`src/rtl/dfsc_regs.vh`:
```
// Purpose: constants of the serial link configuration block
// Assumes: register index = word address, byte address = 4 * index
// Notes: included by the top module only
`ifndef DFSC_REGS_VH
`define DFSC_REGS_VH
// register indices
`define DFSC_IX_ADDR  12'he00
`define DFSC_IX_POL   12'he01
`define DFSC_IX_COMS  12'he03
`define DFSC_IX_FLDS  12'he04
`define DFSC_IX_CAPP  12'he0a
`define DFSC_IX_CBR   12'he0b
`define DFSC_IX_SBR   12'he50
`define DFSC_IX_FRM   12'he51
`define DFSC_IX_DLY   12'he52
`define DFSC_IX_TMO   12'he53
`define DFSC_IX_WORD  12'he54
`define DFSC_IX_SVER  12'he5a
`define DFSC_IX_CVER  12'he5c
`define DFSC_IX_MON1  12'he61
`define DFSC_IX_MON2  12'he62
`define DFSC_IX_STAT  12'he70
// reset values
`define DFSC_RST_ADDR 7'h01
`define DFSC_RST_POL  8'h01
`define DFSC_RST_COMS 1'h1
`define DFSC_RST_FLDS 1'h0
`define DFSC_RST_CAPP 1'h0
`define DFSC_RST_CBR  3'h5
`define DFSC_RST_SBR  4'h9
`define DFSC_RST_FRM  2'h3
`define DFSC_RST_DLY  5'h00
`define DFSC_RST_TMO  10'h000
`define DFSC_RST_WORD 1'h1
`define DFSC_RST_VER  16'h0000
// limits
`define DFSC_MAX_ADDR 7'h7f
`define DFSC_MAX_SBR  4'h9
`define DFSC_MAX_DLY  5'h14
`define DFSC_MAX_TMO  10'h258
`define DFSC_POL_DEFER 8'hff
`define DFSC_POL_MAX  8'h04
// status bit positions
`define DFSC_ST_TMO   0
`define DFSC_ST_OVR   1
`define DFSC_ST_PAR   2
`define DFSC_ST_FRM   3
// timing
`define DFSC_CLK_NS   25
`define DFSC_MS_NS    1000000
`define DFSC_CLK_HZ   40000000
`define DFSC_GAP_BITS 6'h20
// serial bit rates, bit/s
`define DFSC_B0 300
`define DFSC_B1 600
`define DFSC_B2 1200
`define DFSC_B3 2400
`define DFSC_B4 4800
`define DFSC_B5 9600
`define DFSC_B6 19200
`define DFSC_B7 38400
`define DFSC_B8 57600
`define DFSC_B9 115200
`endif

```
`src/rtl/dfsc_top.v`:
```
// Purpose: serial link configuration registers with station filter
// Assumes: APB master, one clock, stop flag from drive core
// Notes: a frame ends after a line gap of DFSC_GAP_BITS bit times
// Summary of operation
// - station address 1..127, applied at stop
// - bit-rate code picks ten serial rates
// - framing code picks parity and stop bits
// - reply waits configured 0..20 ms
// - link timeout 0..600 ms, immediate
// - word order selects 32-bit half order
// - CAN rate code, 6 and 7 both 1M
// - CAN application layer chosen at stop
// - save policy decodes to save controls
// - commissioning writes saved when flag set
// - fieldbus save flag decides saving only under policy DFSC_POL_DEFER
// - version words read-only, writes refused
//
// Chosen here: the APB slave port.
`timescale 1ns/1ps
`include "dfsc_regs.vh"
module dfsc_top #(
   parameter CLK_HZ    = `DFSC_CLK_HZ,
   parameter MS_CYC    = `DFSC_MS_NS / `DFSC_CLK_NS,
   parameter [15:0] SER_VER = `DFSC_RST_VER, // arbitrary value
   parameter [15:0] CAN_VER = `DFSC_RST_VER  // arbitrary value
) (
   input  wire        CLK_I,
   input  wire        SRST_I,
   input  wire        PSEL_I,
   input  wire        PENABLE_I,
   input  wire        PWRITE_I,
   input  wire [15:0] PADDR_I,
   input  wire [31:0] PWDATA_I,
   output reg  [31:0] PRDATA_O,
   output reg         PREADY_O,
   output reg         PSLVERR_O,
   input  wire        DRIVE_STOPPED_I,
   input  wire        RXD_I,
   output reg         TXD_O,
   output reg  [7:0]  RX_DATA_O,
   output reg         RX_VALID_O,
   input  wire        RX_READY_I,
   input  wire [7:0]  TX_DATA_I,
   input  wire        TX_VALID_I,
   output reg         TX_READY_O,
   output reg         LINK_TIMEOUT_O,
   output reg         WORD_LOW_FIRST_O,
   output reg  [6:0]  STATION_ADDR_O,
   output reg  [9:0]  CAN_KBPS_O,
   output reg         CAN_ENH_O,
   output reg         SAVE_PARAM_O,
   output reg         SAVE_DICT_O,
   output reg         SAVE_PRE_OP_O,
   output reg         COMM_SAVE_O
);
   localparam S_IDLE = 3'd0, S_START = 3'd1, S_DATA = 3'd2;
   localparam S_PAR  = 3'd3, S_STOP  = 3'd4;

   // software-visible configuration
   reg [6:0]  addr_reg;     // station address as written
   reg [7:0]  pol_reg;      // save policy
   reg        coms_reg;     // commissioning save flag
   reg        flds_reg;     // fieldbus save flag
   reg        capp_reg;     // CAN layer as written
   reg [2:0]  cbr_reg;      // CAN rate as written
   reg [3:0]  sbr_reg;      // serial rate code
   reg [1:0]  frm_reg;      // framing code
   reg [4:0]  dly_reg;      // reply delay, ms
   reg [9:0]  tmo_reg;      // link timeout, ms
   reg [15:0] mon1_reg;     // monitoring word one
   reg [15:0] mon2_reg;     // monitoring word two
   reg [3:1]  stk_reg;      // sticky error bits
   reg        sterr_next;   // access error decision
   reg        map_miss;     // index outside the map

   // bus decode: index in bits 13:2, rest must be zero
   wire [11:0] idx = PADDR_I[13:2];
   wire        aok = (PADDR_I[15:14] == 2'h0) && (PADDR_I[1:0] == 2'h0);
   wire [15:0] wd  = PWDATA_I[15:0];
   wire        wr  = PSEL_I & PENABLE_I & PWRITE_I & PREADY_O & ~PSLVERR_O;

   // out-of-range values are refused rather than clipped, so the
   // host learns of a bad setting at once
   always @* begin
      sterr_next = 1'b0;
      map_miss   = 1'b0;
      if (!aok)
         sterr_next = 1'b1;
      else begin
         case (idx)
            `DFSC_IX_ADDR: sterr_next = (wd == 16'h0000) ||
                                        (wd > {9'h0, `DFSC_MAX_ADDR});
            `DFSC_IX_POL:  sterr_next = (wd > {8'h0, `DFSC_POL_MAX}) &&
                                        (wd != {8'h0, `DFSC_POL_DEFER});
            `DFSC_IX_COMS, `DFSC_IX_FLDS, `DFSC_IX_CAPP, `DFSC_IX_WORD:
                           sterr_next = (wd > 16'h0001);
            `DFSC_IX_CBR:  sterr_next = (wd > 16'h0007);
            `DFSC_IX_SBR:  sterr_next = (wd > {12'h0, `DFSC_MAX_SBR});
            `DFSC_IX_FRM:  sterr_next = (wd > 16'h0003);
            `DFSC_IX_DLY:  sterr_next = (wd > {11'h0, `DFSC_MAX_DLY});
            `DFSC_IX_TMO:  sterr_next = (wd > {6'h0, `DFSC_MAX_TMO});
            `DFSC_IX_SVER, `DFSC_IX_CVER: sterr_next = 1'b1;
            `DFSC_IX_MON1, `DFSC_IX_MON2, `DFSC_IX_STAT:
                           sterr_next = 1'b0;
            default: begin
               sterr_next = 1'b1;
               map_miss   = 1'b1;
            end
         endcase
         // a read checks no value, only the index
         if (!PWRITE_I)
            sterr_next = map_miss;
      end
   end

   // apb answer: one wait state, data and error with pready
   always @(posedge CLK_I) begin
      if (SRST_I) begin
         PREADY_O  <= 1'b0;
         PSLVERR_O <= 1'b0;
         PRDATA_O  <= 32'h0;
      end else begin
         PREADY_O  <= PSEL_I & PENABLE_I & ~PREADY_O;
         PSLVERR_O <= PSEL_I & PENABLE_I & ~PREADY_O & sterr_next;
         PRDATA_O  <= 32'h0;
         if (PSEL_I && PENABLE_I && !PREADY_O && !PWRITE_I) begin
            case (idx)
               `DFSC_IX_ADDR: PRDATA_O[6:0]  <= addr_reg;
               `DFSC_IX_POL:  PRDATA_O[7:0]  <= pol_reg;
               `DFSC_IX_COMS: PRDATA_O[0]    <= coms_reg;
               `DFSC_IX_FLDS: PRDATA_O[0]    <= flds_reg;
               `DFSC_IX_CAPP: PRDATA_O[0]    <= capp_reg;
               `DFSC_IX_CBR:  PRDATA_O[2:0]  <= cbr_reg;
               `DFSC_IX_SBR:  PRDATA_O[3:0]  <= sbr_reg;
               `DFSC_IX_FRM:  PRDATA_O[1:0]  <= frm_reg;
               `DFSC_IX_DLY:  PRDATA_O[4:0]  <= dly_reg;
               `DFSC_IX_TMO:  PRDATA_O[9:0]  <= tmo_reg;
               `DFSC_IX_WORD: PRDATA_O[0]    <= WORD_LOW_FIRST_O;
               `DFSC_IX_SVER: PRDATA_O[15:0] <= SER_VER;
               `DFSC_IX_CVER: PRDATA_O[15:0] <= CAN_VER;
               `DFSC_IX_MON1: PRDATA_O[15:0] <= mon1_reg;
               `DFSC_IX_MON2: PRDATA_O[15:0] <= mon2_reg;
               `DFSC_IX_STAT: PRDATA_O[3:0]  <= {stk_reg, LINK_TIMEOUT_O};
               default:       ;
            endcase
         end
      end
   end

   // serial line state shared with the register writes
   reg        rx_m_reg, rx_s_reg; // line synchroniser
   reg        set_ovr, set_par, set_frm;

   // register writes and sticky status, set beats clear
   always @(posedge CLK_I) begin
      if (SRST_I) begin
         addr_reg <= `DFSC_RST_ADDR;
         pol_reg  <= `DFSC_RST_POL;
         coms_reg <= `DFSC_RST_COMS;
         flds_reg <= `DFSC_RST_FLDS;
         capp_reg <= `DFSC_RST_CAPP;
         cbr_reg  <= `DFSC_RST_CBR;
         sbr_reg  <= `DFSC_RST_SBR;
         frm_reg  <= `DFSC_RST_FRM;
         dly_reg  <= `DFSC_RST_DLY;
         tmo_reg  <= `DFSC_RST_TMO;
         mon1_reg <= 16'h0;
         mon2_reg <= 16'h0;
         stk_reg  <= 3'h0;
         WORD_LOW_FIRST_O <= `DFSC_RST_WORD;
      end else begin
         if (wr) begin
            case (idx)
               `DFSC_IX_ADDR: addr_reg <= wd[6:0];
               `DFSC_IX_POL:  pol_reg  <= wd[7:0];
               `DFSC_IX_COMS: coms_reg <= wd[0];
               `DFSC_IX_FLDS: flds_reg <= wd[0];
               `DFSC_IX_CAPP: capp_reg <= wd[0];
               `DFSC_IX_CBR:  cbr_reg  <= wd[2:0];
               // rate code takes effect at once
               `DFSC_IX_SBR:  sbr_reg  <= wd[3:0];
               `DFSC_IX_FRM:  frm_reg  <= wd[1:0];
               `DFSC_IX_DLY:  dly_reg  <= wd[4:0];
               `DFSC_IX_TMO:  tmo_reg  <= wd[9:0];
               `DFSC_IX_WORD: WORD_LOW_FIRST_O <= wd[0];
               `DFSC_IX_MON1: mon1_reg <= wd;
               `DFSC_IX_MON2: mon2_reg <= wd;
               default: ;
            endcase
         end
         // write one to clear; a new event in the same cycle wins
         stk_reg <= (stk_reg & ~((wr && idx == `DFSC_IX_STAT) ?
                     wd[3:1] : 3'h0)) | {set_frm, set_par, set_ovr};
      end
   end

   // settings that change only while the drive is stopped
   always @(posedge CLK_I) begin
      if (SRST_I) begin
         STATION_ADDR_O <= `DFSC_RST_ADDR;
         CAN_KBPS_O     <= 10'd500;
         CAN_ENH_O      <= `DFSC_RST_CAPP;
      end else if (DRIVE_STOPPED_I) begin
         STATION_ADDR_O <= addr_reg;
         CAN_ENH_O      <= capp_reg;
         case (cbr_reg)
            3'h0:    CAN_KBPS_O <= 10'd20;
            3'h1:    CAN_KBPS_O <= 10'd50;
            3'h2:    CAN_KBPS_O <= 10'd100;
            3'h3:    CAN_KBPS_O <= 10'd125;
            3'h4:    CAN_KBPS_O <= 10'd250;
            3'h5:    CAN_KBPS_O <= 10'd500;
            default: CAN_KBPS_O <= 10'd1000;
         endcase
      end
   end

   // non-volatile save controls
   always @(posedge CLK_I) begin
      if (SRST_I) begin
         SAVE_PARAM_O  <= 1'b1;
         SAVE_DICT_O   <= 1'b0;
         SAVE_PRE_OP_O <= 1'b0;
         COMM_SAVE_O   <= `DFSC_RST_COMS;
      end else begin
         COMM_SAVE_O <= coms_reg;
         SAVE_PARAM_O  <= (pol_reg == 8'h01) || (pol_reg == 8'h03);
         SAVE_DICT_O   <= (pol_reg == 8'h02) || (pol_reg == 8'h03);
         SAVE_PRE_OP_O <= (pol_reg == 8'h04);
         if (pol_reg == `DFSC_POL_DEFER) begin
            SAVE_PARAM_O <= flds_reg;
            SAVE_DICT_O  <= flds_reg;
         end
      end
   end

   // bit period in clocks; lowering CLK_HZ shortens simulation
   function [17:0] div_of;
      input [3:0] c;
      integer d;
      begin
         case (c)
            4'h0:    d = CLK_HZ / `DFSC_B0;
            4'h1:    d = CLK_HZ / `DFSC_B1;
            4'h2:    d = CLK_HZ / `DFSC_B2;
            4'h3:    d = CLK_HZ / `DFSC_B3;
            4'h4:    d = CLK_HZ / `DFSC_B4;
            4'h5:    d = CLK_HZ / `DFSC_B5;
            4'h6:    d = CLK_HZ / `DFSC_B6;
            4'h7:    d = CLK_HZ / `DFSC_B7;
            4'h8:    d = CLK_HZ / `DFSC_B8;
            default: d = CLK_HZ / `DFSC_B9;
         endcase
         div_of = d[17:0];
      end
   endfunction

   wire [17:0] div  = div_of(sbr_reg);
   wire        has_par  = (frm_reg == 2'h1) || (frm_reg == 2'h2);
   wire        odd_par  = (frm_reg == 2'h2);
   wire        two_stop = (frm_reg == 2'h0);

   // receiver
   reg [2:0]  rst_reg;   // receive state
   reg [17:0] rcnt_reg;  // bit timer, also gap timer when idle
   reg [2:0]  rbit_reg;  // data bit index
   reg [7:0]  rsh_reg;   // receive shifter
   reg        rpe_reg;   // parity error of this character
   reg [5:0]  gap_reg;   // idle bit times seen
   reg        infr_reg;  // inside a frame
   reg        match_reg; // frame is for this station
   reg        rdone;     // character complete, no error
   wire       rend = (rcnt_reg >= div - 18'h1);

   // two-stage line synchroniser
   always @(posedge CLK_I) begin
      if (SRST_I) begin
         rx_m_reg <= 1'b1;
         rx_s_reg <= 1'b1;
      end else begin
         rx_m_reg <= RXD_I;
         rx_s_reg <= rx_m_reg;
      end
   end

   // receive state machine, mid-bit sampling
   always @(posedge CLK_I) begin
      if (SRST_I) begin
         rst_reg  <= S_IDLE;
         rcnt_reg <= 18'h0;
         rbit_reg <= 3'h0;
         rsh_reg  <= 8'h0;
         rpe_reg  <= 1'b0;
         gap_reg  <= 6'h0;
         rdone    <= 1'b0;
         set_par  <= 1'b0;
         set_frm  <= 1'b0;
      end else begin
         rdone    <= 1'b0;
         set_par  <= 1'b0;
         set_frm  <= 1'b0;
         rcnt_reg <= rend ? 18'h0 : rcnt_reg + 18'h1;
         case (rst_reg)
            S_IDLE: begin
               if (!rx_s_reg) begin
                  rst_reg  <= S_START;
                  rcnt_reg <= 18'h0;
               end else if (rend && gap_reg != `DFSC_GAP_BITS)
                  gap_reg <= gap_reg + 6'h1;
            end
            S_START: begin
               // a start bit gone at half time was a glitch
               if (rcnt_reg == {1'b0, div[17:1]}) begin
                  rcnt_reg <= 18'h0;
                  rbit_reg <= 3'h0;
                  rpe_reg  <= 1'b0;
                  rst_reg  <= rx_s_reg ? S_IDLE : S_DATA;
               end
            end
            S_DATA: begin
               if (rend) begin
                  rsh_reg  <= {rx_s_reg, rsh_reg[7:1]};
                  rbit_reg <= rbit_reg + 3'h1;
                  if (rbit_reg == 3'h7)
                     rst_reg <= has_par ? S_PAR : S_STOP;
               end
            end
            S_PAR: begin
               if (rend) begin
                  rpe_reg <= (^rsh_reg ^ odd_par) != rx_s_reg;
                  rst_reg <= S_STOP;
               end
            end
            S_STOP: begin
               // only the first stop bit is checked on receive
               if (rend) begin
                  rst_reg <= S_IDLE;
                  gap_reg <= 6'h0;
                  set_frm <= ~rx_s_reg;
                  set_par <= rx_s_reg & rpe_reg;
                  rdone   <= rx_s_reg & ~rpe_reg;
               end
            end
            default: rst_reg <= S_IDLE;
         endcase
      end
   end

   // frame tracking, response delay and link timeout
   reg [15:0] ms_reg;    // millisecond prescaler
   reg [4:0]  dcnt_reg;  // reply delay left, ms
   reg        dly_on;    // reply delay running
   reg        open_reg;  // reply window open
   reg [9:0]  tcnt_reg;  // ms since last own frame
   wire       ms_tick  = (ms_reg == MS_CYC[15:0] - 16'h1);
   wire       frm_end  = infr_reg && (gap_reg == `DFSC_GAP_BITS);
   wire       first_b  = rdone && !infr_reg;

   always @(posedge CLK_I) begin
      if (SRST_I) begin
         ms_reg    <= 16'h0;
         infr_reg  <= 1'b0;
         match_reg <= 1'b0;
         dcnt_reg  <= 5'h0;
         dly_on    <= 1'b0;
         open_reg  <= 1'b0;
         tcnt_reg  <= 10'h0;
         LINK_TIMEOUT_O <= 1'b0;
      end else begin
         ms_reg <= ms_tick ? 16'h0 : ms_reg + 16'h1;
         if (first_b) begin
            infr_reg <= 1'b1;
            match_reg <= (rsh_reg == {1'b0, STATION_ADDR_O});
            open_reg  <= 1'b0;
            dly_on    <= 1'b0;
         end else if (frm_end) begin
            infr_reg <= 1'b0;
            if (match_reg) begin
               // reply delay starts at frame end
               dcnt_reg <= dly_reg;
               dly_on   <= 1'b1;
            end
         end else if (dly_on) begin
            if (dcnt_reg == 5'h0) begin
               dly_on   <= 1'b0;
               open_reg <= 1'b1;
            end else if (ms_tick)
               dcnt_reg <= dcnt_reg - 5'h1;
         end
         if (frm_end && match_reg) begin
            tcnt_reg <= 10'h0;
            LINK_TIMEOUT_O <= 1'b0;
         end else begin
            if (ms_tick && tcnt_reg != `DFSC_MAX_TMO)
               tcnt_reg <= tcnt_reg + 10'h1;
            LINK_TIMEOUT_O <= (tmo_reg != 10'h0) && (tcnt_reg >= tmo_reg);
         end
      end
   end

   // two-entry receive buffer; a full buffer drops and flags
   wire       push = rdone && infr_reg && match_reg;
   wire       pop  = RX_VALID_O && RX_READY_I;
   reg [7:0]  skd_reg;   // second entry
   reg        skv_reg;   // second entry valid

   always @(posedge CLK_I) begin
      if (SRST_I) begin
         RX_DATA_O  <= 8'h0;
         RX_VALID_O <= 1'b0;
         skd_reg    <= 8'h0;
         skv_reg    <= 1'b0;
         set_ovr    <= 1'b0;
      end else begin
         set_ovr <= 1'b0;
         if (pop) begin
            if (skv_reg) begin
               RX_DATA_O <= skd_reg;
               skv_reg   <= push;
               skd_reg   <= rsh_reg;
            end else begin
               RX_VALID_O <= push;
               RX_DATA_O  <= rsh_reg;
            end
         end else if (push) begin
            if (!RX_VALID_O) begin
               RX_VALID_O <= 1'b1;
               RX_DATA_O  <= rsh_reg;
            end else if (!skv_reg) begin
               skv_reg <= 1'b1;
               skd_reg <= rsh_reg;
            end else
               set_ovr <= 1'b1;
         end
      end
   end

   // transmitter, accepts bytes only while the reply window is open
   reg [2:0]  tst_reg;   // transmit state
   reg [17:0] tcyc_reg;  // bit timer
   reg [2:0]  tbit_reg;  // bit index, also stop count
   reg [7:0]  tsh_reg;   // transmit shifter
   reg        tpar_reg;  // parity of the character
   wire       tend = (tcyc_reg >= div - 18'h1);

   always @(posedge CLK_I) begin
      if (SRST_I) begin
         tst_reg    <= S_IDLE;
         tcyc_reg   <= 18'h0;
         tbit_reg   <= 3'h0;
         tsh_reg    <= 8'h0;
         tpar_reg   <= 1'b0;
         TXD_O      <= 1'b1;
         TX_READY_O <= 1'b0;
      end else begin
         tcyc_reg <= tend ? 18'h0 : tcyc_reg + 18'h1;
         case (tst_reg)
            S_IDLE: begin
               TXD_O <= 1'b1;
               TX_READY_O <= open_reg & ~(TX_READY_O & TX_VALID_I);
               if (TX_READY_O && TX_VALID_I) begin
                  tsh_reg  <= TX_DATA_I;
                  tpar_reg <= ^TX_DATA_I ^ odd_par;
                  tcyc_reg <= 18'h0;
                  tst_reg  <= S_START;
                  TXD_O    <= 1'b0;
               end
            end
            S_START: begin
               if (tend) begin
                  tst_reg  <= S_DATA;
                  tbit_reg <= 3'h0;
                  TXD_O    <= tsh_reg[0];
               end
            end
            S_DATA: begin
               if (tend) begin
                  tbit_reg <= tbit_reg + 3'h1;
                  tsh_reg  <= {1'b0, tsh_reg[7:1]};
                  TXD_O    <= tsh_reg[1];
                  if (tbit_reg == 3'h7) begin
                     tst_reg  <= has_par ? S_PAR : S_STOP;
                     TXD_O    <= has_par ? tpar_reg : 1'b1;
                     tbit_reg <= 3'h0;
                  end
               end
            end
            S_PAR: begin
               if (tend) begin
                  tst_reg <= S_STOP;
                  TXD_O   <= 1'b1;
               end
            end
            S_STOP: begin
               if (tend) begin
                  tbit_reg <= tbit_reg + 3'h1;
                  if (tbit_reg == {2'h0, two_stop})
                     tst_reg <= S_IDLE;
               end
            end
            default: tst_reg <= S_IDLE;
         endcase
      end
   end
endmodule

```
`config.mk`:
```
export PLATFORM = sky130hd
export DESIGN_NAME = dfsc_top
export DESIGN_NICKNAME = d
export VERILOG_FILES = /design/src/rtl/dfsc_top.v
export VERILOG_INCLUDE_DIRS = /design/src /design/src/rtl
export SDC_FILE = /design/constraint.sdc
export NUM_CORES = 1
export LEC_CHECK = 0
export BUFFER_PORTS_ARGS = -buffer_cell sky130_fd_sc_hd__buf_4
export CORE_MARGIN = 2
export CORE_UTILIZATION = 60
export CTS_BUF_LIST = sky130_fd_sc_hd__clkbuf_16
export CTS_CLUSTER_SIZE = 24
export DETAILED_ROUTE_END_ITERATION = 10
export MAX_ROUTING_LAYER = met4
export PLACE_DENSITY_LB_ADDON = 0.3
export RECOVER_POWER = 100
export SYNTH_ARGS = -nofsm -noshare
export SYNTH_HDL_FRONTEND = slang
export SYNTH_SLANG_ARGS = --single-unit
```
`constraint.sdc`:
```
create_clock -name CLK_I -period 5.23 [get_ports CLK_I]
set_input_delay 1.046 -clock CLK_I [delete_from_list [all_inputs] [get_ports CLK_I]]
set_output_delay 1.046 -clock CLK_I [all_outputs]
set_load 0.01 [all_outputs]
```
Word-level counts from Yosys, hierarchy flattened
Memory sizes are Yosys's and may differ from the RTL's. A register that Yosys moved wholly into a read port is not among the register bits. Cells that the tools add are included.

Bits in registers: 268. Bits in read-only memories: 288. Bits of input ports: 65. Output and inout port bits: 69. Logic and storage cells: 349. Memories kept: 1.

Add/subtract/negate cells: 9. $lt $le $gt $ge: 11. Equality and inequality tests: 67. Muxes and demuxes: 95. Bitwise gates (word level): 27. Reductions and logical operators: 83.

Memories: (name not given) (words 16, width 18, read ports 1, clocked after memory_dff 1, write ports 0, RTL line dfsc_top.v:242) `case (c)`.

Operators by type and width (number): $eq 12x12->1 const B (16); $mux 18 (6); $mux 8 (10); $mux 3 (21); $pmux 10 s6 (1); $add 18x1->18 const B (2); $ge 18x18->1 (2); $ne 2x2->1 const B (18); $pmux 18 s2 (1); $reduce_and 2->1 (18); $gt 16x3->1 const B (2); $pmux 3 s5 (2); $mux 1 (27); $mux 5 (5); $pmux 6 s2 (2); $eq 18x17->1 (1); $eq 3x2->1 const B (6); $eq 3x3->1 const B (6); $mux 6 (3); $pmux 1 s9 (2); $reduce_bool 2->1 (9); $sub 18x1->18 const B (1); $add 16x1->16 const B (1); $eq 16x16->1 const B (1); other kinds (65) (129).

Longest topological paths before layout
Depth in word-level cells: 9. Mapped depth: 19. Depth with buffers taken out: 16.

Least setup slack after synthesis
No wires, ideal clock.

Path kind: reg-to-reg. From: register div[0] (netlist name). To: register rcnt_reg[12]. Library setup time: 64 ps. Arrival time: 4003 ps. Required time: 5166 ps. Slack: 1163 ps. Stages on the path, launching flop included: 16. Clock period less this slack: 4067 ps. Cells stage by stage: dfxtp_1 > inv_1 > ha_1 > or4b_4 > or4b_2 > xor2_1 > ha_1 > and3_1 > a221o_1 > a2111o_1 > a21oi_1 > nor2_1 > a311o_1 > buf_2 > buf_6 > nor2_1.

Word-level cells in the longest chain between the ends: 5.

Ends and longest elaborated chain: $sub 18x1->18 (*) (RTL line dfsc_top.v:273) `wire rend = (rcnt_reg >= div - 18'h1);`; $ge 18x18->1 (*) (RTL line dfsc_top.v:273); $mux 18 (*) (RTL line dfsc_top.v:302) `rcnt_reg <= rend ? 18'h0 : rcnt_reg + 18'h1;`; $mux 18, on equally long branches (RTL line dfsc_top.v:313, dfsc_top.v:305); $pmux 18 s2 (*) (RTL line dfsc_top.v:303) `case (rst_reg)`; end signal: assignment (RTL line dfsc_top.v:302); end: declaration (RTL line dfsc_top.v:265) `reg [17:0] rcnt_reg;`.

Mark *: on every way between the ends. The rest lies on a longest branch, timed or not. A chain may end at the register's enable or synchronous reset.

Final worst setup path
From: register div[0] (netlist name). To: register gap_reg[5].

Word-level cells in the longest chain between the ends: 5.

Ends and longest elaborated chain: $sub 18x1->18 (*) (RTL line dfsc_top.v:273); $ge 18x18->1 (*) (RTL line dfsc_top.v:273); $logic_and 1x1->1 (no source line); $ne 2x2->1 (no source line); $reduce_and 4->1 (no source line) (*); end signal: assignment (RTL line dfsc_top.v:309) `gap_reg <= gap_reg + 6'h1;`; end: declaration (RTL line dfsc_top.v:269) `reg [5:0] gap_reg;`.

Marks and branches as above.

==> flow_summary.yaml <==
outcome:
  status: "finished, violations left"
  failed_checks: "capacitance limit, slew limit"
clocking:
  hold_buffers: 0
  htree_levels: 1
  cts.sink_count: 270
  cts.clk_slew.worst_paths_ps: 60
  clk_latency_ps: 570
  cts_made_buffers: 28
  tritoncts: "built"
  post-cts-setup-buffer-count: 0
  root_buffer: "clkbuf_16"
  post_cts_resized: 0
  clockBufferDepth: 3
synth:
  synth-edff-count: 0
  ys_dominant_reg_cell: "dfxtp_1"
  syn_avg_cell_area_um2: 8.279
  synth_cell_types: 83
  ys_seq_elements: 270
  ys_seq_area_share_pct: 40.13
  yosysWarnings: 0
  syn_area_um2: 13470
  synthCells: 1627
  postSynth.asyncResetShare_pct: 0
critical_path:
  regToRegEndpoint: "gap_reg[5]$_SDFFE_PP0P_"
  worstPathRequired_ps: 5700
  start_kind: "flop"
  reg2reg_slack_ps: 460
  crit_start: "div[0]$_DFF_P_"
  path_cells: "inv_1 > ha_1 > or4b_1 > nor4_1 > xnor2_1 > ha_1 > nand4_1 > o41ai_1 > a221oi_1 > a2111oi_0 > a2111o_1 > a31oi_1 > or2_1 > or4_1 > a21oi_1"
  critPathMostFrequentCell: "ha_1"
  critical_path_class: "flop to flop"
  slowest_stage: "or4b_1"
  end_kind: "flop"
  rr_worst_depth: 15
  critical_path_arrival_ps: 5240
  cp-endpoint: "gap_reg[5]$_SDFFE_PP0P_"
  cp_max_fo: 14
  r2r-start: "div[0]$_DFF_P_"
  slowest_delay_ps: 560
floorplanning:
  std_cell_rows: 54
  start_util_pct: 61.34
  core_area_um2: 21960
  die_w_um: 153.8
  chipHeight_um: 153.8
  io_pins: 134
  die_area_um2: 23660
timing:
  final.setup.tns_ps: 0
  max_freq_mhz: 209.6
  report.final.slew_viol_count: 110
  worst_slew_pin_slew_ps: 2678
  finalCriticalPeriod_ps: 4771
  finalSetupViolCount: 0
  hold_viol: 0
  grt_setup_unrepaired: "no"
  fin_skew_ps: 19.30
  slew_headroom_pct: -78.53
  layout_worst_path_cycle_share_pct: 91.23
global_route:
  grt_pass1_wl_um: 54390
  grt_max_degree: 77
  antenna_found_initial: 0
  gr-total-overflow: 0
  grt_pass1_vias: 11200
  grt_usage_pct: 28.10
min_path:
  min_from: "rx_m_reg$_SDFF_PP1_"
  hold_path.class: "flop to flop"
final_layout:
  num_antenna_cells: 0
  final_nets: 1801
  syn2layout_area_growth_pct: 12.06
  finalInstanceArea_um2: 15090
  drive_above_1_share_pct: 7.529
route:
  drtAntennaViolNets: 0
  drtIter0Drc: 881
  vias_per_cell: 5.925
  drt_pass1_iterations: 5
  drc: 0
  drt_wl_total_um: 32810
  vias: 11730
  wl_per_cell_um: 16.57
place:
  dpl_cell_area_um2: 14270
  place_congestion: 0.9096
  portBuffers: 101
  dp_hpwl_um: 22870
power_and_ir_drop:
  share_comb_of_total_power_pct: 3.8
  power_frac_clock_pct: 49.9
  p_leak_nw: 5.644
  p_seq_share_pct: 46.3
  p_total_mw: 4.496
  p_sw_mw: 0.9891
  powerDensity_nw_per_um2: 297.9
  sw_frac_of_total_pct: 22.00
  internal_power_mw: 3.507
  max-vdd-ir-drop_uv: 276.5
run:
  drv_cap: 2
-- synth_stat cells (7+ instances only) --
| library cell | n | share of area [%] |
|---|---|---|
| a211o_1 | 12 | 0.78 |
| a211oi_1 | 13 | 0.72 |
| a21o_1 | 11 | 0.61 |
| a21oi_1 | 137 | 5.1 |
| a222oi_1 | 10 | 0.74 |
| a22oi_1 | 24 | 1.3 |
| a31oi_1 | 7 | 0.33 |
| and2_1 | 10 | 0.46 |
| and3_1 | 32 | 1.5 |
| buf_4 | 16 | 0.89 |
| clkbuf_1 | 81 | 2.3 |
| dfxtp_1 | 270 | 40 |
| ha_1 | 58 | 5.4 |
| inv_1 | 42 | 1.2 |
| mux2i_1 | 47 | 3.5 |
| nand2_1 | 205 | 5.7 |
| nand2b_1 | 19 | 0.88 |
| nand3_1 | 69 | 2.6 |
| nand3b_1 | 11 | 0.61 |
| nand4_1 | 15 | 0.70 |
| nor2_1 | 192 | 5.4 |
| nor2b_1 | 14 | 0.65 |
| nor3_1 | 37 | 1.4 |
| nor4_1 | 20 | 0.93 |
| o21ai_0 | 39 | 1.4 |
| or2_2 | 9 | 0.42 |
| or3_1 | 8 | 0.37 |
| xnor2_1 | 55 | 3.6 |
| xor2_1 | 58 | 3.8 |
-- per-stage QoR --
step / utilization (%) / std cells / setup slack (ps) / hold WS, ps
2_1_floorplan: - / 1642 / 1163 / 389.5
3_3_place_gp: 65.00 / 1928 / 658.9 / 401.7
3_5_place_dp: 65.00 / 1928 / 561.6 / 405.4
4_1_cts: 69.78 / 1980 / 553.4 / 414.8
5_1_grt: 68.74 / 1980 / 168.7 / 432.7
6_report: 68.74 / 1980 / 458.9 / 414.5
-- cell families (layout without fill, tap and decap cells) --
group	after synthesis	count (layout)	synth area share (%)
compound gates	315	315	15.02
xor+xnor	113	113	7.348
fa+ha+maj	58	58	5.388
buf+inv	149	207	4.765
flops	270	270	40.13
mux	50	50	3.744
other cells	1	16	0.02784
simple gates	671	671	23.58
-- critical path, delay by kind of cell, from the launching register on --
kind / cells / cell delay [ps]
and+or+nand+nor: 5 / 1970
AOI/OAI and AO/OA: 6 / 1580
adders and majority gates: 2 / 530
DFF: 1 / 320
xor gates and xnor gates: 1 / 160
buffers and inverters: 1 / 120
-- routing by layer --
layer	vias to the layer above	routed length, um	global-route usage, %
li1	5749	-	-
met5	-	0	-
met2	389	15260	46.37
met1	5513	14660	36.33
met3	81	1853	3.467
met4	0	1041	8.545
-- worst min-delay path by stage --
| stage | to | slack (ps) | depth (start not counted) |
|---|---|---|---|
| floorplan | rx_s_reg$_SDFF_PP1_ | 390 | 1 |
| global placement | rx_s_reg$_SDFF_PP1_ | 400 | 1 |
| detailed placement | rx_s_reg$_SDFF_PP1_ | 410 | 1 |
| CTS | rx_s_reg$_SDFF_PP1_ | 410 | 1 |
| global route | rx_s_reg$_SDFF_PP1_ | 430 | 1 |
| finish | rx_s_reg$_SDFF_PP1_ | 410 | 1 |
-- power groups by stage --
stage / Clock [mW] / Combinational, mW / Sequential, mW
2_1_floorplan: 0 / 0.119 / 2.12
4_1_cts: 2.26 / 0.170 / 2.08
6_report: 2.25 / 0.170 / 2.08
3_3_place_gp: 0 / 0.166 / 2.13
3_5_place_dp: 0 / 0.169 / 2.13
5_1_grt: 2.34 / 0.185 / 2.08
-- final cells by class --
class | count | area [um2]
repair buffers | 112 | 626.9
multi-input cells | 1223 | 7498
flip-flops and latches | 270 | 5405
clock inverters | 24 | 350.3
clock buffers | 28 | 700.7
well taps | 280 | 350.3
fillers | 1797 | 6865
inverters | 43 | 161.4
-- layout by cell type (no fill, tap or decap), drive strengths merged, types with 15 or more instances in the layout --
master and n:
dfxtp 270, nand2 205, nor2 192, a21oi 137
clkbuf 86, nand3 69, xor2 58, ha 58
xnor2 55, buf 54, mux2i 47, inv 45
o21ai 41, nor3 38, and3 32, a22oi 24
nand2b 20, nor4 20, conb 16, nand4 15
Power figures use the tool's default switching activity.
